[src/rtl/analog_mux_defines.svh]
// Constants for the positive input select register of the analog input mux.
// Assumes inclusion by bare name from any file that needs them.
`ifndef ANALOG_MUX_DEFINES_SVH
`define ANALOG_MUX_DEFINES_SVH

`define POS_SEL_ADDR        8'hbb
`define POS_SEL_CODE_MSB    4
`define POS_SEL_CODE_LSB    0
`define POS_SEL_RESET_CODE  5'h1f
`define POS_SEL_UNUSED_READ 3'h0
`define POS_SEL_READ_IDLE   8'h00
`define POS_SEL_NONE_RESET  1'b1
`define POS_SEL_PORT1_BASE  5'h08
`define POS_SEL_TEMP_CODE   5'h10
`define POS_SEL_SUPPLY_CODE 5'h11
`define POS_SEL_PORT2_FIRST 5'h12
`define POS_SEL_PORT2_LAST  5'h15

`endif

[src/rtl/analog_mux_pkg.sv]
// Types shared by the positive input select logic.
// Assumes nothing of its surroundings.
package analog_mux_pkg;

  typedef logic [4:0] sel_code_t;

  typedef struct packed {
    logic [7:0] port0;
    logic [7:0] port1;
    logic [3:0] port2;
    logic       temp_sensor;
    logic       supply;
  } mux_route_t;

endpackage

[src/rtl/mux_sel_if.sv]
// Carrier between the select register and its route decoder.
// Assumes both ends run on the same system clock.
`timescale 1ns/10ps
`default_nettype none
interface mux_sel_if;
  analog_mux_pkg::sel_code_t  code_nxt;
  logic                       port2_present;
  analog_mux_pkg::mux_route_t route;

  modport reg_end
  (
    output code_nxt,
    output port2_present,
    input  route
  );

  modport decode_end
  (
    input  code_nxt,
    input  port2_present,
    output route
  );
endinterface
`default_nettype wire

[src/rtl/mux_route_decoder.sv]
// Registered decode of the positive select code into one-hot mux switches.
// Assumes the code arrives as the register's next value, same clock.
`timescale 1ns/10ps
`default_nettype none
`include "analog_mux_defines.svh"
module mux_route_decoder
(
  input  wire logic    ref_clk,
  input  wire logic    reset_n,
  mux_sel_if.decode_end sel
);
  wire logic       hit_port0;
  wire logic       hit_port1;
  wire logic       hit_port2;
  wire logic [4:0] port2_index;
  analog_mux_pkg::mux_route_t route_nxt;
  analog_mux_pkg::mux_route_t route_r;

  assign hit_port0   = sel.code_nxt < `POS_SEL_PORT1_BASE;
  assign hit_port1   = sel.code_nxt[4:3] == 2'h1;
  // Absent pins on small variants must never be switched in
  assign hit_port2   = sel.port2_present && (sel.code_nxt >= `POS_SEL_PORT2_FIRST)
                       && (sel.code_nxt <= `POS_SEL_PORT2_LAST); // RQ3
  assign port2_index = 5'(sel.code_nxt - `POS_SEL_PORT2_FIRST);

  always_comb
  begin
    route_nxt             = '0; // RQ4
    route_nxt.port0       = hit_port0 ? 8'(8'h01 << sel.code_nxt[2:0]) : 8'h00; // RQ2
    route_nxt.port1       = hit_port1 ? 8'(8'h01 << sel.code_nxt[2:0]) : 8'h00; // RQ2
    route_nxt.port2       = hit_port2 ? 4'(4'h1 << port2_index[1:0]) : 4'h0; // RQ3
    route_nxt.temp_sensor = sel.code_nxt == `POS_SEL_TEMP_CODE; // RQ2
    route_nxt.supply      = sel.code_nxt == `POS_SEL_SUPPLY_CODE; // RQ2
  end

  // Reset state has every switch open, matching the reset code
  always_ff @(posedge ref_clk or negedge reset_n)
  begin
    if (!reset_n)
      route_r <= '0; // RQ4
    else
      route_r <= route_nxt; // RQ6
  end

  assign sel.route = route_r;
endmodule
`default_nettype wire

[src/rtl/analog_mux_positive_select.sv]
// Positive input select register of the analog input mux, in SFR space.
// Assumes a single-cycle SFR access port driven by the core on ref_clk.
`timescale 1ns/10ps
`default_nettype none
`include "analog_mux_defines.svh"
// Notes on behaviour
// RQ1: Register at 0xBB, decoded on every page.
// RQ2: Codes pick port 0, port 1, sensor, supply.
// RQ3: Port 2 codes work only where pins exist.
// RQ4: Other codes connect nothing; reset code 11111.
// RQ5: Upper three bits read zero, writes ignored.
// RQ6: Write reaches select on next clock edge.
module analog_mux_positive_select
#(
  parameter bit PORT2_PINS_PRESENT = 1'b1
)
(
  input  wire logic        ref_clk,
  input  wire logic        reset_n,
  input  wire logic [7:0]  sfr_addr,
  input  wire logic [3:0]  sfr_page,
  input  wire logic        sfr_wr,
  input  wire logic        sfr_rd,
  input  wire logic [7:0]  sfr_wdata,
  output var  logic [7:0]  sfr_rdata,
  output var  logic [4:0]  positive_select_code,
  output var  logic [7:0]  mux_port0_sel,
  output var  logic [7:0]  mux_port1_sel,
  output var  logic [3:0]  mux_port2_sel,
  output var  logic        mux_temp_sensor_sel,
  output var  logic        mux_supply_sel,
  output var  logic        mux_none_sel
);
  mux_sel_if sel ();

  wire logic                      addr_hit;
  wire logic                      write_hit;
  wire logic                      read_hit;
  wire logic [7:0]                rdata_nxt;
  wire analog_mux_pkg::sel_code_t code_nxt;
  wire logic                      code_in_port2;
  wire logic                      code_past_port2;
  wire logic                      none_nxt;
  analog_mux_pkg::sel_code_t      code_r;
  logic [7:0]                     rdata_r;
  logic                           none_r;

  // Page number plays no part: sfr_page is left unread, register on every page
  assign addr_hit    = sfr_addr == `POS_SEL_ADDR; // RQ1
  assign write_hit   = sfr_wr && addr_hit;
  assign read_hit    = sfr_rd && addr_hit;
  // Only the low five bits are stored; bits 7:5 are dropped
  assign code_nxt    = write_hit ? sfr_wdata[`POS_SEL_CODE_MSB:`POS_SEL_CODE_LSB]
                                 : code_r; // RQ5
  assign rdata_nxt   = read_hit ? {`POS_SEL_UNUSED_READ, code_r} : `POS_SEL_READ_IDLE; // RQ5

  // Open-input flag decoded from the next code so it flips with the switches
  assign code_in_port2   = (code_nxt >= `POS_SEL_PORT2_FIRST)
                           && (code_nxt <= `POS_SEL_PORT2_LAST);
  assign code_past_port2 = code_nxt > `POS_SEL_PORT2_LAST; // RQ4
  // Small variants leave port 2 codes open as well
  assign none_nxt        = code_past_port2 || (code_in_port2 && !PORT2_PINS_PRESENT); // RQ3

  always_ff @(posedge ref_clk or negedge reset_n)
  begin
    if (!reset_n)
      code_r <= `POS_SEL_RESET_CODE; // RQ4
    else
      code_r <= code_nxt; // RQ6
  end

  always_ff @(posedge ref_clk or negedge reset_n)
  begin
    if (!reset_n)
      rdata_r <= `POS_SEL_READ_IDLE;
    else
      rdata_r <= rdata_nxt;
  end

  // Registered so the open flag never glitches while switches change
  always_ff @(posedge ref_clk or negedge reset_n)
  begin
    if (!reset_n)
      none_r <= `POS_SEL_NONE_RESET; // RQ4
    else
      none_r <= none_nxt; // RQ6
  end

  assign sel.code_nxt      = code_nxt;
  assign sel.port2_present = PORT2_PINS_PRESENT; // RQ3

  mux_route_decoder u_decoder
  (
    .ref_clk (ref_clk),
    .reset_n (reset_n),
    .sel     (sel.decode_end)
  );

  // Decoder flops update on the same edge as code_r, so both agree
  always_comb
  begin
    sfr_rdata            = rdata_r;
    positive_select_code = code_r;
    mux_port0_sel        = sel.route.port0;
    mux_port1_sel        = sel.route.port1;
    mux_port2_sel        = sel.route.port2;
    mux_temp_sensor_sel  = sel.route.temp_sensor;
    mux_supply_sel       = sel.route.supply;
    mux_none_sel         = none_r; // RQ4
  end
endmodule
`default_nettype wire

[config.mk]
export PLATFORM = sky130hd
export DESIGN_NAME = analog_mux_positive_select
export DESIGN_NICKNAME = d
export VERILOG_FILES = /design/src/rtl/analog_mux_pkg.sv /design/src/rtl/mux_sel_if.sv /design/src/rtl/mux_route_decoder.sv /design/src/rtl/analog_mux_positive_select.sv
export VERILOG_INCLUDE_DIRS = /design/src /design/src/rtl
export SDC_FILE = /design/constraint.sdc
export NUM_CORES = 1
export LEC_CHECK = 0
export ABC_AREA = 1
export CAP_MARGIN = 20
export CORE_ASPECT_RATIO = 1.1
export CORE_MARGIN = 1.5
export CORE_UTILIZATION = 69
export CTS_BUF_LIST = sky130_fd_sc_hd__clkbuf_8
export DETAILED_ROUTE_END_ITERATION = 6
export DONT_BUFFER_PORTS = 1
export PLACE_DENSITY = 0.85
export SETUP_SLACK_MARGIN = 0.05
export SLEW_MARGIN = 0
export SYNTH_ARGS = -nofsm -noshare
export SYNTH_HDL_FRONTEND = slang
export SYNTH_SLANG_ARGS = --single-unit
[constraint.sdc]
create_clock -name ref_clk -period 2.75 [get_ports ref_clk]
set_clock_uncertainty 0.15 [all_clocks]
set_input_delay 0.275 -clock ref_clk [delete_from_list [all_inputs] [get_ports ref_clk]]
set_output_delay 0.275 -clock ref_clk [all_outputs]
set_load 0.01 [all_outputs]
# Word-level counts from Yosys, hierarchy flattened
# Index checks and enable logic that the tools add are counted.
# Widths: inputs -> output; s select.
[word_totals] regBits=33 in_bits=24 out_inout_bits=36 wordCells=27
[classes] n_addsub=1 order_cmp=4 n_eq_ne=4 n_shift=2 mux=5 reduce_logical=3
[op_table] op="$mux 8" n=2
[op_table] op="$eq 5x5->1 const B" n=2
[op_table] op="$mux 5" n=2
[op_table] op="$eq 8x8->1 const B" n=1
[op_table] op="$shl 1x3->8 const A" n=1
[op_table] op="$ge 5x5->1 const B" n=1
[op_table] op="$gt 5x5->1 const B" n=1
[op_table] op="$le 5x5->1 const B" n=1
[op_table] op="$lt 5x4->1 const B" n=1
[op_table] op="$mux 4" n=1
[op_table] op="$shl 1x2->4 const A" n=1
[op_table] op="$logic_and 1x1->1" n=3
[op_table] op="$eq 2x1->1 const B" n=1
[op_table] op="$sub 2x2->2 const B" n=1

# Longest topological paths before layout
# Gate-level depths: netlist of the first run.
[logic_depth] depth_word=6 ltp_mapped=9

# Cells and area by module
# From an unflattened synthesis of the first run, not the netlist that was laid out.
[unflattened] cells_unflattened=123 area_unflattened_um2=1280.0
[modules_own_cells] module="mux_route_decoder" instances=1 cells_each=71 area_each_um2=774.5 seq_area_each_um2=550.5
[modules_own_cells] module="analog_mux_positive_select" instances=1 cells_each=52 area_each_um2=505.5 seq_area_each_um2=282.8

# Worst setup path after synthesis of the first run
# Ideal clock, no wire load.
[synth_timing] kind="input -> register" startpoint="in sfr_addr[2]" endpoint="reg u_decoder.route_r (netlist bit u_decoder.sel.route[3])" setup_ns=0.119 t_arrival_ns=1.154 required_time_ns=2.481 slack_ns=1.328 path_stages=9 n_path_buf=1 cell_sequence="inv_1 -> nand2_1 -> nor2_4 -> nand3_4 -> buf_6 -> nand2_1 -> nand2_1 -> nand3_1 -> nor2_1"
[synth_rtl] item="from (decl)" line="analog_mux_positive_select.sv:20" rtl="input wire logic [7:0] sfr_addr,"
[synth_rtl] item="to (signal assigned)" line="mux_route_decoder.sv:42" rtl="route_r <= route_nxt;"
[synth_rtl] item="to (decl)" line="mux_route_decoder.sv:17" rtl="analog_mux_pkg::mux_route_t route_r;"

==> impl_metrics.toml, run 1 <==
[sta]
hold_violations = 0
slew_violations = 0
grt_setup_unrepaired = "false"
period_share_pct = 52.2
layout_min_cycle_time_ns = 1.44
fin_setup_tns_ns = 0
clock.fmax_mhz = 696
setup_viol = 0

[yosys]
ys_seq_area_share_pct = 63.4
synth_cells = 122
synth.ff_latch_count = 33
yosys_warnings = 0
syn_avg_cell_area_um2 = 10.8
syn_area_um2 = 1320
yosysUniqueCellTypes = 19

[critical_path]
end_kind = "flop"
arrival_ns = 1.49
path_max_fanout = 8
start_kind = "flop"
cp.required_ns = 2.81
criticalPathCategory = "flop to flop"

[cells_and_area]
num-nets-final = 153
area_delta_synth_final_pct = 8.28
seqCellArea_um2 = 833
drive_gt1_share_pct = 23.1
layout_common_cells = "29 x nor2_1, 27 x dfrtp_1, 17 x nand2_1"
diodes = 0
fin_util_pct = 79.9
filler_cell_count = 111
layout_commonest_cell = "nor2_1"
multi_input_area_um2 = 414

[grt]
antenna_found_initial = 0
grt_pass1_vias = 831
overflow = 0
grt_use_total_pct = 24.9
grt_max_degree = 34
grt_pass1_wl_um = 3680

[outcome]
outcome = "finished with violations"
failed_checks = "design-rule violations"

[clock_tree]
clkSinkCount = 33
cts-root-buf = "clkbuf_8"
path_clk_slew_ns = 0.06
htreeDepth = 2
cts_tree = "built"
cts_setup_buffers = 0
cts.path.max_buffers = 2
numCtsBuffers = 5
clock_latency_ns = 0.28

[route]
postRouteAntennaNets = 0
drt_iter0_drc = 22
wl_per_cell_um = 15.4
drtPass1Iterations = 7
via_count = 843
wl_um = 2280
drc = 5
via_per_inst = 5.70

[die]
die_y_um = 48.8
coreArea_um2 = 1780
start_util_pct = 73.8
dieArea_um2 = 2180
die_w_um = 44.6
num_rows = 16
ioPinCount = 60

[flow_run]
cap_violations = 0

[power]
power.share.clock_pct = 37.2
p_leak_nw = 0.716
internal_power_uw = 683
p_sw_uw = 208
p_comb_share_pct = 6.2
seq_power_share_pct = 56.6
power-per-cell-area_nw_per_um2 = 625
ir_worst_vdd_mv = 0.397
finalPower_uw = 890
swShare_pct = 23.3

[placement]
place.gp.congestion = 0.805
hpwl_um = 1580
io_buffers = 0

[min_path]
min_path_type = "input pin to flop"
==> cells by family (layout without fill, tap and decap cells) <==
kind of cell / Yosys count / in the layout / synth area share [%]
buffers and inverters: 15 / 21 / 5.71
AO/OA/AOI/OAI: 4 / 4 / 3.52
flip-flops: 33 / 33 / 63.4
other: 1 / 3 / 0.285
AND/OR/NAND/NOR: 69 / 69 / 27.1
==> worst paths after layout <==
kind / to / start / slack, ns / depth (start not counted)
worst max-delay path: u_decoder.sel.route[13] / positive_select_code[3] / 1.31 / 6
worst min-delay path: positive_select_code[4] / sfr_wdata[4] / 0.03 / 2
worst max register to register: u_decoder.sel.route[13] / positive_select_code[3] / 1.31 / 6
worst min register to register: sfr_rdata[0] / positive_select_code[0] / 0.39 / 2
max in group asynchronous: positive_select_code[2] / reset_n / 1.92 / 2
min in group asynchronous: sfr_rdata[3] / reset_n / 0.29 / 2
==> power by group through the flow <==
stage          Clock, mW  Sequential (mW)  Combinational (mW)
2_1_floorplan          0            0.511              0.0383
3_3_place_gp           0            0.512              0.0402
3_5_place_dp           0            0.513              0.0419
4_1_cts            0.336            0.504              0.0557
5_1_grt            0.358            0.504              0.0623
6_report           0.331            0.504              0.0550
==> Yosys cell counts <==
library cell / number / area (µm²)
nor2_1: 29 / 109
dfrtp_1: 27 / 676
nand2_1: 17 / 63.8
inv_1: 11 / 41.3
dfstp_2: 6 / 158
nand3_1: 5 / 25.0
nand4_1: 5 / 31.3
nand3_2: 4 / 40.0
buf_4: 3 / 22.5
nand2_2: 2 / 12.5
nand2_4: 2 / 22.5
nor2_2: 2 / 12.5
nor2_4: 2 / 22.5
o21ai_4: 2 / 32.5
a21oi_1: 1 / 5.00
buf_6: 1 / 11.3
conb_1: 1 / 3.75
nand3_4: 1 / 17.5
o21ai_2: 1 / 8.76
==> state kept, by name, indices dropped and copies added (netlist names) <==
| name | cells |
|---|---|
| sfr_rdata | 5 |
| u_decoder.sel.route | 22 |
| positive_select_code | 5 |
| mux_none_sel | 1 |
==> metal layers <==
layer / wire length, µm / global-route usage [%] / up-vias
li1: - / - / 387
met1: 839 / 29.7 / 396
met2: 1140 / 36.5 / 50
met3: 215 / 8.89 / 10
met4: 86 / 17.7 / 0
met5: 0 / 0 / -
==> layout make-up <==
cell class / count / area share (%)
Sequential cell: 33 / 58.5
Clock inverter: 3 / 0.967
Tap cell: 18 / 1.58
Inverter: 11 / 2.90
Clock buffer: 5 / 4.83
Multi-Input combinational cell: 76 / 29.1
Timing Repair Buffer: 2 / 2.11
==> worst max-delay path, stage by stage, from the launching register on <==
cell and delay [ns]:
dfstp_2 0.56, inv_1 0.07, nand2_1 0.10, inv_1 0.07, nor2_2 0.17, nand2_4 0.11
nor2_1 0.14
==> through the flow <==
| stage | hold WS, ns | instance area, µm² | setup slack, ns | instances |
|---|---|---|---|---|
| 2_1_floorplan | -0.171 | 1320 | 1.33 | 124 |
| 3_3_place_gp | -0.170 | 1310 | 1.15 | 138 |
| 5_1_grt | 0.0387 | 1420 | 1.25 | 148 |
| 4_1_cts | 0.0328 | 1420 | 1.32 | 148 |
| 3_5_place_dp | -0.170 | 1310 | 1.06 | 138 |
| 6_report | 0.0349 | 1420 | 1.31 | 148 |
==> repair_timing <==
item,4_1_cts,5_1_grt
resized for setup,0,0
endpoints found under the hold margin,33,0
hold buffers,2,0
Note: power is estimated with default switching activity, not from simulation.
==> run 2, diff against run 1 <==
--- a/config.mk
+++ b/config.mk
@@ -10,11 +10,11 @@
 export CAP_MARGIN = 20
 export CORE_ASPECT_RATIO = 1.1
 export CORE_MARGIN = 1.5
-export CORE_UTILIZATION = 69
+export CORE_UTILIZATION = 58
 export CTS_BUF_LIST = sky130_fd_sc_hd__clkbuf_8
 export DETAILED_ROUTE_END_ITERATION = 6
 export DONT_BUFFER_PORTS = 1
-export PLACE_DENSITY = 0.85
+export PLACE_DENSITY = 0.76
 export SETUP_SLACK_MARGIN = 0.05
 export SLEW_MARGIN = 0
 export SYNTH_ARGS = -nofsm -noshare
==> constraint.sdc (replaced) <==
create_clock -name ref_clk -period 1.15 [get_ports ref_clk]
set_clock_uncertainty 0.15 [all_clocks]
set_input_delay 0.115 -clock ref_clk [delete_from_list [all_inputs] [get_ports ref_clk]]
set_output_delay 0.115 -clock ref_clk [all_outputs]
set_load 0.01 [all_outputs]
==> run 2 against run 1 <==
The run ends with negative hold slack, negative setup slack left; setup slack worse by 1.5 ns; largest power group unchanged; die area is 18% higher; clock power is 140% higher; combinational power grew to 5.2 times the previous value; critical path depth stayed put; register-to-register slack worse by 1.5 ns; utilization is 12 points higher; sequential power is 140% higher.
==> impl_metrics.toml, run 2 (synthesis results as in run 1) <==
[placement]
dpl_cell_area_um2 = 1490
place.gp.congestion = 0.785
io_buffers = 0
hpwl_um = 1860

[power]
internal_power_mw = 1.71
p_sw_uw = 581
seq_power_share_pct = 52.4
power.share.clock_pct = 35.1
p_leak_nw = 0.874
power-per-cell-area_nw_per_um2 = 1210
ir_worst_vdd_mv = 1.02
finalPower_mw = 2.30
swShare_pct = 25.3
p_comb_share_pct = 12.5

[critical_path]
path_max_fanout = 8
criticalPathCategory = "flop to flop"
cp_top_family = "flip-flops"
cp_cell_sequence = "inv_2 -> nand2_4 -> inv_2 -> nor2_4 -> nand2_4 -> nor2_2"
cp_slowest_stage_delay_ns = 0.55
path_buf_inv = 2
slowest_stage = "dfstp_2"
crit_path_start = "positive_select_code[3]"
cp.required_ns = 1.21
end_kind = "flop"
reg2reg_from = "positive_select_code[3]"
start_kind = "flop"
arrival_ns = 1.41

[sta]
slew_violations = 0
period_share_pct = 117
fin_setup_tns_ns = -4.74
hold_ws_ns = -0.0763
hold_violations = 22
layout_min_cycle_time_ns = 1.35
setup_viol = 33
grt_setup_unrepaired = "true"
fin_ws_ns = -0.200
clock.fmax_mhz = 741

[grt]
overflow = 0
grt_use_total_pct = 29.2
antenna_found_initial = 0
grt_pass1_wl_um = 5160
grt_max_degree = 34
grt_pass1_vias = 1034

[cells_and_area]
filler_cell_count = 76
drive_gt1_share_pct = 61.5
area_delta_synth_final_pct = 44.2
multi_input_area_um2 = 613
diodes = 0
largest_reg_flops = 22
seqCellArea_um2 = 833
layout_common_cells = "27 x dfrtp_1, 14 x nor2_1, 13 x nor2_2, 13 x buf_4"
layout_commonest_cell = "dfrtp_1"
finalInstanceArea_um2 = 1900
fin_util_pct = 91.9
num-nets-final = 179

[route]
drc = 0
wl_per_cell_um = 20.9
via_count = 1022
wl_um = 3840
via_per_inst = 5.55
drt_iter0_drc = 25
postRouteAntennaNets = 0
drtPass1Iterations = 4

[die]
die_y_um = 52.9
dieArea_um2 = 2560
ioPinCount = 60
start_util_pct = 63.7
coreArea_um2 = 2060
die_w_um = 48.4
num_rows = 17

[clock_tree]
numCtsBuffers = 5
path_clk_slew_ns = 0.06
clock_latency_ns = 0.28
cts_hold_buffers = 4
htreeDepth = 2
clkSinkCount = 33
cts.path.max_buffers = 2
cts_tree = "built"
cts-root-buf = "clkbuf_8"

[min_path]
min_path_type = "input pin to flop"
min_from = "sfr_wdata[0]"

[outcome]
failed_checks = "negative hold slack, negative setup slack"
outcome = "finished with violations"

[flow_run]
cap_violations = 0
-- run 2: power by group through the flow --
stage | Sequential [mW] | Clock [mW] | Combinational [mW]
after floorplan | 1.22 | 0 | 0.103
after global placement | 1.22 | 0 | 0.148
after detailed placement | 1.22 | 0 | 0.153
after CTS | 1.20 | 0.822 | 0.235
after global routing | 1.20 | 0.866 | 0.304
final | 1.20 | 0.805 | 0.286
-- run 2: what timing repair did --
action / in CTS / in global routing
hold endpoints to repair: 64 / 19
buffers inserted: 3 / 7
resized for setup: 34 / 25
pin swaps: 13 / 8
setup endpoints to repair: 30 / 36
-- run 2: cell type report --
cell class                 count  area share (%)
tap                           28            1.85
multi-input combinational     76            32.3
clock inverter                 3           0.726
clock buffer                   5            3.63
inverter                      11            3.10
timing repair buffer          28            14.4
sequential                    33            43.9
-- run 2: metal layers --
| metal | vias to the layer above | part of all wire [%] | global-route usage [%] |
|---|---|---|---|
| met2 | 63 | 57 | 58.3 |
| met1 | 509 | 35 | 27.7 |
| met5 | - | 0 | 0 |
| met3 | 10 | 6.0 | 7.06 |
| met4 | 0 | 2.3 | 16.7 |
| li1 | 440 | - | - |
-- run 2: path summary, 6_finish.rpt --
check / endpoint / slack, ns / depth (start not counted)
max in group asynchronous: positive_select_code[1] / 0.49 / 2
min: positive_select_code[0] / -0.08 / 2
min reg2reg: positive_select_code[0] / 0.45 / 2
max: u_decoder.sel.route[6] / -0.20 / 6
max reg2reg: u_decoder.sel.route[6] / -0.20 / 6
min in group asynchronous: sfr_rdata[3] / 0.13 / 2
-- run 2: worst register-to-register path: stages (launching register included) --
cell	delay, ns
dfstp_2	0.55
inv_2	0.06
nand2_4	0.08
inv_2	0.06
nor2_4	0.13
nand2_4	0.13
nor2_2	0.14
-- run 2: stage by stage --
stage,cells,setup slack (ns)
4_1_cts,179,-0.128
6_report,184,-0.200
5_1_grt,184,-0.267
2_1_floorplan,124,-0.0743
3_3_place_gp,164,-0.137
3_5_place_dp,164,-0.248
